--- config.mk ---
export PLATFORM = sky130hd
export DESIGN_NAME = cpm_bank
export DESIGN_NICKNAME = d
export VERILOG_FILES = /design/src/common/cpm_pkg.sv /design/src/verilog/cpm_bank.sv
export SDC_FILE = /design/constraint.sdc
export NUM_CORES = 1
export LEC_CHECK = 0
export BUFFER_PORTS_ARGS = -buffer_cell sky130_fd_sc_hd__buf_2
export CORE_UTILIZATION = 49
export CTS_BUF_LIST = sky130_fd_sc_hd__clkbuf_4 sky130_fd_sc_hd__clkbuf_8
export DETAILED_ROUTE_END_ITERATION = 8
export PLACE_DENSITY = 0.81
export SETUP_SLACK_MARGIN = 0.1
export SKIP_CTS_REPAIR_TIMING = 1
export SYNTH_ARGS = -nofsm -noshare
export SYNTH_HDL_FRONTEND = slang
export SYNTH_SLANG_ARGS = --single-unit
--- constraint.sdc ---
create_clock -name i_clk -period 6.21 [get_ports i_clk]
set_input_delay 0.3105 -clock i_clk [delete_from_list [all_inputs] [get_ports i_clk]]
set_output_delay 0.3105 -clock i_clk [all_outputs]
set_load 0.1 [all_outputs]
--- src/common/cpm_pkg.sv ---
package cpm_pkg;

  // ----------------------------------------
  // System register coordinates
  // ----------------------------------------
  localparam logic [1:0] CPM_OP0 = 2'h3;
  localparam logic [2:0] CPM_OP1 = 3'h0;
  localparam logic [3:0] CPM_CRN = 4'hF;
  localparam logic [3:0] CPM_CRM_BANK = 4'h5;
  localparam logic [3:0] CPM_CRM_CYCLE = 4'h6;
  localparam logic [2:0] CPM_OP2_OVS_SET = 3'h3;
  localparam logic [2:0] CPM_OP2_OVS_CLR = 3'h4;
  localparam logic [2:0] CPM_OP2_SEL = 3'h5;
  localparam logic [2:0] CPM_OP2_INTEN_SET = 3'h6;
  localparam logic [2:0] CPM_OP2_INTEN_CLR = 3'h7;

  // ----------------------------------------
  // Field layout
  // ----------------------------------------
  localparam int CPM_CYC_BIT = 31;
  localparam int CPM_EVT_MAX = 31;
  localparam int CPM_SEL_W = 5;
  localparam int CPM_AUX_WR_BIT = 12;
  localparam logic [31:0] CPM_ZERO32 = 32'h0000_0000;
  localparam logic [63:0] CPM_CYC_ONE = 64'h0000_0000_0000_0001;

  // ----------------------------------------
  // Types
  // ----------------------------------------
  typedef enum logic [1:0] {
    CPM_EL0,
    CPM_EL1,
    CPM_EL2,
    CPM_EL3
  } cpm_el_e;

  typedef struct packed {
    logic valid;
    logic write;
    cpm_el_e el;
    logic nonsecure;
    logic aux3_wr_en;
    logic aux2_wr_en;
    logic [2:0] op1;
    logic [3:0] crn;
    logic [3:0] crm;
    logic [2:0] op2;
    logic [31:0] wdata;
  } cpm_req_s;

  typedef struct packed {
    logic valid;
    logic fault;
    logic [31:0] rdata;
  } cpm_rsp_s;

  typedef struct packed {
    logic rst_meta;
    logic rst_sync;
    logic [63:0] cycle_count;
    logic [31:0] ovf_flags;
    logic [31:0] irq_en;
    logic [CPM_SEL_W-1:0] sel;
    cpm_rsp_s rsp;
    logic irq;
  } cpm_state_s;

endpackage : cpm_pkg

--- src/verilog/cpm_bank.sv ---
// Notes on behaviour
// - Overflow-clear bit 31 shows cycle overflow; writing 1 clears it, 0 leaves it.
// - Cycle overflow comes from bit 31 carry or full width, per long-cycle choice.
// - Overflow-clear bits 0..30 show event overflow flags; write 1 clears.
// - Bitmap bits from N up to 30 read zero and ignore writes.
// - Selection holds a 5-bit index in [4:0]; [31:5] read zero.
// - Index at or above N makes indirect accesses read zero, ignore writes.
// - Direct reads of the index may not show the written value.
// - Enable-set bit 31 shows cycle overflow irq enable; writing 1 enables.
// - Enable-set bits 0..30 show event overflow irq enables; write 1 enables.
// - Kernel writes need top aux bit 12 and hypervisor bit 12, or secure.
// - No user access; kernel, non-secure hypervisor and top levels may read and write.
// - Decode c15, c5, opcode1 0; opcode2 3 to 7 select the three registers.
// - Overflow-set write 1 sets the matching flag.
// - Enable-clear write 1 disables the matching irq enable.
// - Cycle counter increments every clock unless i_cycle_reset zeroes it; its overflow feeds flag 31.
module cpm_bank #(
  parameter int NUM_EVT = 6
) (
  input wire logic i_clk,
  input wire logic i_nrst,
  input cpm_pkg::cpm_req_s i_req,
  input wire logic i_long_cycle,
  input wire logic i_cycle_reset,
  input wire logic [cpm_pkg::CPM_EVT_MAX-1:0] i_evt_ovf,
  output cpm_pkg::cpm_rsp_s o_rsp,
  output logic [cpm_pkg::CPM_SEL_W-1:0] o_sel,
  output logic o_sel_valid,
  output logic [63:0] o_cycle_count,
  output logic o_irq
);
  import cpm_pkg::*;

  // ----------------------------------------
  // Masks and state
  // ----------------------------------------
  localparam logic [31:0] IMPL_MASK = {1'b1, {(31 - NUM_EVT){1'b0}}, {NUM_EVT{1'b1}}};

  cpm_state_s st_r;
  cpm_state_s st_nxt;
  logic [63:0] cyc_inc;
  logic cyc_ovf;
  logic hit;
  logic allowed;
  logic wr_ok;
  logic rd_ok;
  logic wr_ovs_clr;
  logic wr_ovs_set;
  logic wr_inten_set;
  logic wr_inten_clr;
  logic wr_sel;
  logic [31:0] wmask;
  logic [31:0] evt_set;
  logic sel_valid_r;
  logic sel_valid_nxt;

  // ----------------------------------------
  // Access decode
  // ----------------------------------------
  always_comb begin
    hit = i_req.valid
      && i_req.op1 == CPM_OP1
      && i_req.crn == CPM_CRN
      && i_req.crm == CPM_CRM_BANK;
    unique case (i_req.el)
      CPM_EL0: begin
        allowed = 1'b0;
      end
      CPM_EL1: begin
        allowed = !i_req.write
          || (i_req.aux3_wr_en && (i_req.aux2_wr_en || !i_req.nonsecure));
      end
      CPM_EL2: begin
        allowed = i_req.nonsecure;
      end
      CPM_EL3: begin
        allowed = 1'b1;
      end
    endcase
    wr_ok = hit && allowed && i_req.write;
    rd_ok = hit && allowed && !i_req.write;
    wr_ovs_clr = wr_ok && i_req.op2 == CPM_OP2_OVS_CLR;
    wr_ovs_set = wr_ok && i_req.op2 == CPM_OP2_OVS_SET;
    wr_inten_set = wr_ok && i_req.op2 == CPM_OP2_INTEN_SET;
    wr_inten_clr = wr_ok && i_req.op2 == CPM_OP2_INTEN_CLR;
    wr_sel = wr_ok && i_req.op2 == CPM_OP2_SEL;
    wmask = i_req.wdata & IMPL_MASK;
    evt_set = {1'b0, i_evt_ovf} & IMPL_MASK;
  end

  // ----------------------------------------
  // Next state
  // ----------------------------------------
  always_comb begin
    st_nxt = st_r;
    st_nxt.rst_meta = 1'b1;
    st_nxt.rst_sync = st_r.rst_meta;
    // Cycle counter
    cyc_inc = st_r.cycle_count + CPM_CYC_ONE;
    cyc_ovf = i_long_cycle ? (&st_r.cycle_count) : (&st_r.cycle_count[CPM_CYC_BIT:0]);
    if (i_cycle_reset) begin
      st_nxt.cycle_count = '0;
    end else begin
      st_nxt.cycle_count = cyc_inc;
    end
    // Overflow flags; a hardware set wins over a clear in the same cycle
    if (wr_ovs_clr) begin
      st_nxt.ovf_flags = st_r.ovf_flags & ~wmask;
    end else if (wr_ovs_set) begin
      st_nxt.ovf_flags = st_r.ovf_flags | wmask;
    end
    st_nxt.ovf_flags = st_nxt.ovf_flags | evt_set;
    st_nxt.ovf_flags[CPM_CYC_BIT] = st_nxt.ovf_flags[CPM_CYC_BIT] | cyc_ovf;
    st_nxt.ovf_flags = st_nxt.ovf_flags & IMPL_MASK;
    // Interrupt enables
    if (wr_inten_set) begin
      st_nxt.irq_en = st_r.irq_en | wmask;
    end else if (wr_inten_clr) begin
      st_nxt.irq_en = st_r.irq_en & ~wmask;
    end
    // Counter select
    if (wr_sel) begin
      st_nxt.sel = i_req.wdata[CPM_SEL_W-1:0];
    end
    // Read response
    st_nxt.rsp.valid = i_req.valid;
    st_nxt.rsp.fault = i_req.valid && !(hit && allowed);
    st_nxt.rsp.rdata = CPM_ZERO32;
    if (rd_ok) begin
      unique case (i_req.op2)
        CPM_OP2_OVS_CLR, CPM_OP2_OVS_SET: begin
          st_nxt.rsp.rdata = st_r.ovf_flags & IMPL_MASK;
        end
        CPM_OP2_INTEN_SET, CPM_OP2_INTEN_CLR: begin
          st_nxt.rsp.rdata = st_r.irq_en & IMPL_MASK;
        end
        CPM_OP2_SEL: begin
          st_nxt.rsp.rdata = {{(32 - CPM_SEL_W){1'b0}}, st_r.sel};
        end
        default: begin
          st_nxt.rsp.rdata = CPM_ZERO32;
        end
      endcase
    end
    // Interrupt request
    st_nxt.irq = |(st_nxt.ovf_flags & st_nxt.irq_en & IMPL_MASK);
    // Hold all but the release flops at rest until reset is released
    if (!st_r.rst_sync) begin
      st_nxt.cycle_count = '0;
      st_nxt.ovf_flags = CPM_ZERO32;
      st_nxt.irq_en = CPM_ZERO32;
      st_nxt.sel = '0;
      st_nxt.rsp = '0;
      st_nxt.irq = 1'b0;
    end
    sel_valid_nxt = st_r.rst_sync && (32'(st_nxt.sel) < 32'(NUM_EVT));
  end

  // ----------------------------------------
  // State register
  // ----------------------------------------
  always_ff @(posedge i_clk or negedge i_nrst) begin
    if (!i_nrst) begin
      st_r <= '0;
      sel_valid_r <= 1'b0;
    end else begin
      st_r <= st_nxt;
      sel_valid_r <= sel_valid_nxt;
    end
  end

  // ----------------------------------------
  // Outputs
  // ----------------------------------------

  assign o_rsp = st_r.rsp;
  assign o_sel = st_r.sel;
  assign o_sel_valid = sel_valid_r;
  assign o_cycle_count = st_r.cycle_count;
  assign o_irq = st_r.irq;

endmodule : cpm_bank

==> summary.md, run 1 <==
| Metric | Value |
|---|---|
| Max Slew Vio Count | `0` |
| Logic pwr share | `around an eighth` |
| Synth Area in Adders | `less than 1%` |
| Synth Area in Simple Gates | `between 20% and 30%` |
| DP HPWL | `about 9 mm` |
| TritonCTS clock tree | `done` |
| Vias in the first global route | `between 4000 and 5000` |
| Antenna Cells | `0` |
| Worst path required time | `about 6.5 ns` |
| Sum of negative setup slack | `0 ns` |
| Worst-skew pair later-pin latency | `approximately 0.38 ns` |
| Placer Congestion | `0.9147` |
| Hold path cells | `2` |
| DRT antenna net count | `0` |
| Critical path class | `reg -> reg` |
| Synthesis-stage register bit count | `96` |
| Largest family of logic cells by synthesized area | `simple AND/OR/NAND/NOR gates` |
| Die area | `about 0.012 mm²` |
| Synth Area in Compound Gates | `7.789%` |
| Core area | `roughly 0.011 mm²` |
| Final hold vios | `0` |
| Setup violators final | `0` |
| Sw Pwr | `between 300 and 400 µW` |
| Hold Crit Class | `in -> reg` |
| Drt total wl | `about 13 mm` |
| Area growth, synth to finish | `4.414%` |
| Type of origin of the critical path | `flip-flop` |
| Crit end category | `flip-flop` |
| FF-to-FF Start | `o_cycle_count[35]$_DFF_PN0_` |
| Grt total ovfl | `0` |
| H-tree Lvls | `3` |
| Max-Cap Viols | `0` |
| Power density over cell area | `approximately 210 mW/mm²` |
| Peak ir drop on the vdd network | `around 0.18 mV` |
| Reg2Reg Depth | `6` |
| Top cells by area, synth | `dfrtp_1 (42%), buf_4 (13%), nor2_1 (5.0%)` |
| Ys Warns | `0` |
| Most frequent cells in the layout | `buf_2 (116), dfrtp_1 (96), nor2_1 (77), nand2_1 (36), xnor2_1 (29)` |
| Worst slew pin tran | `around 0.74 ns` |
| Share of cells above drive strength 1 | `23.17%` |
| Flop2flop setup slack | `roughly 3.5 ns` |
| Final min period | `between 2 and 3 ns` |
| Synth top area share | `41.54%` |
| Pwr Total | `1245 µW` |
| Cell Int Power | `896.0 µW` |
| Pleak | `0.002753 µW` |
| Initial antenna violation count | `0` |
| Clk buf depth | `2` |
| Gate Count Post-Synth | `~640` |
| Largest area contributor in the netlist | `dfrtp_1` |
| I/O pin cnt | `just under 200` |
| Syn Area/Cell | `between 9 and 10 µm²` |
| Gr usage total | `a little over a fifth` |
| Nets@finish | `around 750` |
| Starting density of the core | `around half` |
| Pin count of the biggest net entering global routing | `between 60 and 70` |
| CP Max Fanout | `15` |
| Overall die width | `about 110 µm` |
| Unrepaired setup endpoints after global routing | `no` |
| Critical Path AT | `approximately 3.0 ns` |
| Sw Ratio | `approximately 28%` |
| Clock power share | `between 30% and 40%` |
| Register area share after synthesis | `between 40 and 50%` |
| WL per Instance | `~15 µm` |
| Commonest non-fill, non-tap cell in the layout | `buf_2` |
| Cts bufs inserted | `9` |
| Fill count | `~1000` |
| Reg power frac | `about half` |
| Multi-input logic area | `~0.0025 mm²` |
| Clock Tree Root | `clkbuf_8` |
| Clock slew at reported path FFs | `0.09 ns` |
| Sequential Area | `0.002402 mm²` |
| Max Freq | `between 0.3 and 0.4 GHz` |
| Synth Area in XOR/XNOR | `7.270%` |
| DR iter-0 viols | `~390` |
| Worst Hold Path EP | `o_rsp[33]$_DFF_PN0_` |
| Final worst-path cycle share | `between 40 and 50%` |
| First-pass GRT wire length | `about 21 mm` |
| Routed via count | `4528` |
| Cell Area, Synth | `just under 0.006 mm²` |
| Port bufs | `~120` |
| Pre-antenna DRT Iters | `6` |
| Drc violations | `0` |
| Mux contribution to synthesized area | `2.531%` |
| # clock sinks | `96` |
| HP Start | `i_req[52]` |
| R2r endpoint | `o_cycle_count[63]$_DFF_PN0_` |
| Setup Skew | `~0.016 ns` |
| Netlist cell types | `50` |
| Die height | `110.6 µm` |
| Rel. slew slack | `between 40% and 50%` |
| Status | `complete, no violations` |
| Vias per cell | `roughly 5.6` |
| Row cnt | `39` |
[worst max path at each step]
stage                                startpoint                          end  slack (ns)  depth (start not counted)
global route        o_cycle_count[20]$_DFF_PN0_              o_irq$_DFF_PN0_        3.29                          6
finish              o_cycle_count[35]$_DFF_PN0_  o_cycle_count[63]$_DFF_PN0_        3.51                          6
global placement                      i_req[34]              o_irq$_DFF_PN0_        3.52                          7
floorplan                             i_req[38]              o_irq$_DFF_PN0_        4.11                          8
detailed placement  o_cycle_count[35]$_DFF_PN0_  o_cycle_count[63]$_DFF_PN0_        3.59                          6
CTS                 o_cycle_count[35]$_DFF_PN0_  o_cycle_count[63]$_DFF_PN0_        3.55                          6
[through the flow]
step / setup WS (ns) / hold WS, ns / instances / utilization (%) / instance area, µm²
after CTS: 3.547 / -0.06338 / 811 / 52.57 / 6028
after detailed placement: 3.587 / 0.3404 / 795 / 50.61 / 5803
final: 3.512 / 0.1774 / 812 / 52.66 / 6038
after global routing: 3.291 / 0.1723 / 812 / 52.66 / 6038
after global placement: 3.515 / 0.3347 / 795 / 50.61 / 5803
after floorplan: 4.110 / 0.01491 / 659 / - / 5873
[metal layers]
layer | vias to the layer above | wire, µm | GRT usage [%]
li1 | 2106 | - | -
met1 | 2184 | 5369 | 27.09
met2 | 218 | 6047 | 34.16
met3 | 20 | 853 | 4.281
met4 | 0 | 235 | 7.733
met5 | - | 0 | 0
[registers in the layout, summed over array words and instances, names as in the netlist]
name	count
o_sel_valid	1
st_nxt	1
o_irq	1
o_rsp	9
o_cycle_count	64
o_sel	5
st_r	15
[synth_stat cells, drive strengths merged]
cell type / instances
a2111oi: 1
a211oi: 3
a21oi: 18
a221oi: 1
a22o: 7
a22oi: 8
a31oi: 1
and2: 11
and2b: 1
and3: 9
and4: 6
and4b: 1
and4bb: 2
buf: 111
clkbuf: 18
conb: 2
dfrtp: 96
ha: 1
inv: 18
mux2: 5
mux2i: 9
nand2: 36
nand2b: 10
nand3: 25
nand3b: 2
nand4: 15
nand4b: 1
nor2: 77
nor2b: 2
nor3: 17
nor4: 22
o2111ai: 2
o21ai: 15
o31ai: 4
o32a: 3
o41a: 3
or2: 2
or3: 16
or4: 5
or4b: 1
xnor2: 29
xor2: 19
[kinds of logic (layout without fill, tap and decap cells)]
group,Yosys count,in the layout
simple gates,261,261
buf+inv,147,157
flops,96,96
compound gates,66,66
xor+xnor,48,48
mux,14,14
other cells,2,26
fa+ha+maj,1,1
[power groups by stage]
| stage | registers [µW] | clock network, µW | logic (µW) |
|---|---|---|---|
| 2_1_floorplan | 647 | 0 | 124 |
| 3_3_place_gp | 646 | 0 | 147 |
| 3_5_place_dp | 646 | 0 | 148 |
| 4_1_cts | 634 | 476 | 149 |
| 5_1_grt | 635 | 495 | 158 |
| 6_report | 634 | 462 | 149 |
[area by class of cell]
| cell class | instances | share of cell area, % |
|---|---|---|
| Sequential cell | 96 | 39.78 |
| Clock inverter | 5 | 1.326 |
| Multi-Input combinational cell | 416 | 41.88 |
| Clock buffer | 11 | 2.404 |
| Timing Repair Buffer | 123 | 10.53 |
| Tap cell | 143 | 2.963 |
| Inverter | 18 | 1.119 |
[worst max-delay path, cell delays in order (launching register included)]
cell and delay (ns):
dfrtp_1 0.43, nand4_1 0.18, nor4_2 0.34, nand3_1 0.48, or3_1 0.65, or3_1 0.38
a21oi_1 0.14
(Power assumes the default switching activity.)
==> run 2, diff against run 1 <==
==> constraint.sdc (replaced) <==
create_clock -name i_clk -period 2.6 [get_ports i_clk]
set_input_delay 0.13 -clock i_clk [delete_from_list [all_inputs] [get_ports i_clk]]
set_output_delay 0.13 -clock i_clk [all_outputs]
set_load 0.1 [all_outputs]
==> run 2 against run 1 <==
The run now ends with negative hold slack left. Hold slack lost 0.18 ns. Sequential cell count is the same. Register-to-register slack lost 3.2 ns. Cell count grew 1.7%. Routed wire length grew 2.9%. Combinational power grew 150%.
==> summary.md, run 2 (same netlist as run 1, synthesis figures left out) <==
| Metric | Value |
|---|---|
| Peak ir drop on the vdd network | `approximately 0.29 mV` |
| Final worst-path cycle share | `88.33%` |
| Drc violations | `0` |
| CP Max Fanout | `10` |
| Max Freq | `around 0.44 GHz` |
| Sum of negative setup slack | `0 ns` |
| Final hold vios | `1` |
| Setup violators final | `0` |
| Final min period | `2.297 ns` |
| Worst-skew pair later-pin latency | `0.38 ns` |
| Top cell by count, worst path | `or3_1` |
| Nets@finish | `767` |
| Status | `complete, but fails checks` |
| Clock slew at reported path FFs | `approximately 0.09 ns` |
| Port bufs | `117` |
| Area growth, synth to finish | `6.123%` |
| Die area | `0.01224 mm²` |
| Gr usage total | `between 20% and 30%` |
| Commonest non-fill, non-tap cell in the layout | `buf_2` |
| Max-Cap Viols | `0` |
| H-tree Lvls | `3` |
| Die height | `110.6 µm` |
| Core area | `between 0.01 and 0.015 mm²` |
| DR iter-0 viols | `between 300 and 400` |
| Share of cells above drive strength 1 | `between 20% and 30%` |
| WL per Instance | `~16 µm` |
| DRT antenna net count | `0` |
| Pleak | `0.002825 µW` |
| Unrepaired setup endpoints after global routing | `no` |
| Pin count of the biggest net entering global routing | `65` |
| CP peak stage delay | `about 0.47 ns` |
| Setup Skew | `0.007442 ns` |
| Max FFs per register | `between 60 and 70` |
| Rel. slew slack | `between 50 and 60%` |
| Worst path required time | `approximately 2.9 ns` |
| Clk buf depth | `2` |
| Clock Tree Root | `clkbuf_8` |
| Routed via count | `between 4000 and 5000` |
| DP HPWL | `between 9 and 10 mm` |
| Vias in the first global route | `approximately 4300` |
| Cells along the critical path | `nand4_1, nor4_4, nand4_2, or3_1, or3_1, a21oi_1` |
| Placer Congestion | `between 0.9 and 1` |
| Final core occ | `53.52%` |
| Failing checks | `negative hold slack` |
| I/O pin cnt | `between 150 and 200` |
| Pre-CTS WS | `0.1898 ns` |
| Final Cell Area | `0.006137 mm²` |
| Critical path class | `reg -> reg` |
| Hold Crit Class | `in -> reg` |
| Starting density of the core | `between 50% and 60%` |
| Fill count | `1035` |
| Final worst slack | `0.3034 ns` |
| Worst slew pin tran | `between 0.7 and 0.8 ns` |
| # clock sinks | `96` |
| Top delay family on crit path | `simple AND/OR/NAND/NOR gates` |
| Grt total ovfl | `0` |
| Type of origin of the critical path | `flip-flop` |
| Buf/Inv on CP | `0` |
| Max Slew Vio Count | `0` |
| Power density over cell area | `between 400 and 500 mW/mm²` |
| Drt total wl | `about 13 mm` |
| Antenna Cells | `0` |
| WHS | `-0.002270 ns` |
| Row cnt | `39` |
| Critical Path AT | `between 2 and 3 ns` |
| Cts bufs inserted | `9` |
| Area after DPL | `0.005921 mm²` |
| Overall die width | `between 100 and 150 µm` |
| Vias per cell | `about 5.5` |
| Initial antenna violation count | `0` |
| Crit end category | `flip-flop` |
| First-pass GRT wire length | `between 20 and 25 mm` |
| TritonCTS clock tree | `done` |
| Pre-antenna DRT Iters | `6` |
| Most frequent cells in the layout | `buf_2 (116), dfrtp_1 (96), nor2_1 (77), nand2_1 (36), xnor2_1 (29)` |
| Slowest CP cell | `or3_1` |
-- run 2: path summary, 6_finish.rpt --
kind | startpoint | cells past startpoint | slack, ns | endpoint
max in group asynchronous | i_nrst | 3 | 1.63 | st_r[45]$_DFF_PN0_
min | i_req[52] | 2 | -0.002 | o_rsp[33]$_DFF_PN0_
min reg2reg | st_nxt[168]$_DFF_PN0_ | 0 | 0.36 | st_r[168]$_DFF_PN0_
min in group asynchronous | i_nrst | 2 | 0.29 | o_cycle_count[6]$_DFF_PN0_
max | o_cycle_count[3]$_DFF_PN0_ | 6 | 0.30 | o_cycle_count[57]$_DFF_PN0_
max reg2reg | o_cycle_count[3]$_DFF_PN0_ | 6 | 0.30 | o_cycle_count[57]$_DFF_PN0_
-- run 2: power breakdown --
part	switching, µW	leakage (µW)	internal, µW
logic	298	0.00139	68.1
registers	11.7	0.00132	1500
clock network	524	0.000110	516
-- run 2: layout make-up --
class / instances / area (µm²) / area share (%)
flip-flops and latches: 96 / 2402 / 39.14
multi-input cells: 416 / 2529 / 41.20
inverters: 18 / 67.56 / 1.101
clock buffers: 13 / 166.4 / 2.712
well taps: 143 / 178.9 / 2.915
clock inverters: 3 / 40.04 / 0.6524
repair buffers: 137 / 753.2 / 12.27
-- run 2: layer usage --
layer | global-route usage [%] | wire (µm)
met5 | 0 | 0
met4 | 8.089 | 203
met3 | 3.952 | 856
met2 | 34.87 | 6343
met1 | 27.66 | 5460
-- run 2: metrics by stage --
step	total power (µW)	cells
3_3_place_gp	1903	809
3_5_place_dp	1909	809
5_1_grt	3016	826
6_report	2921	826
4_1_cts	2940	825
2_1_floorplan	1841	659
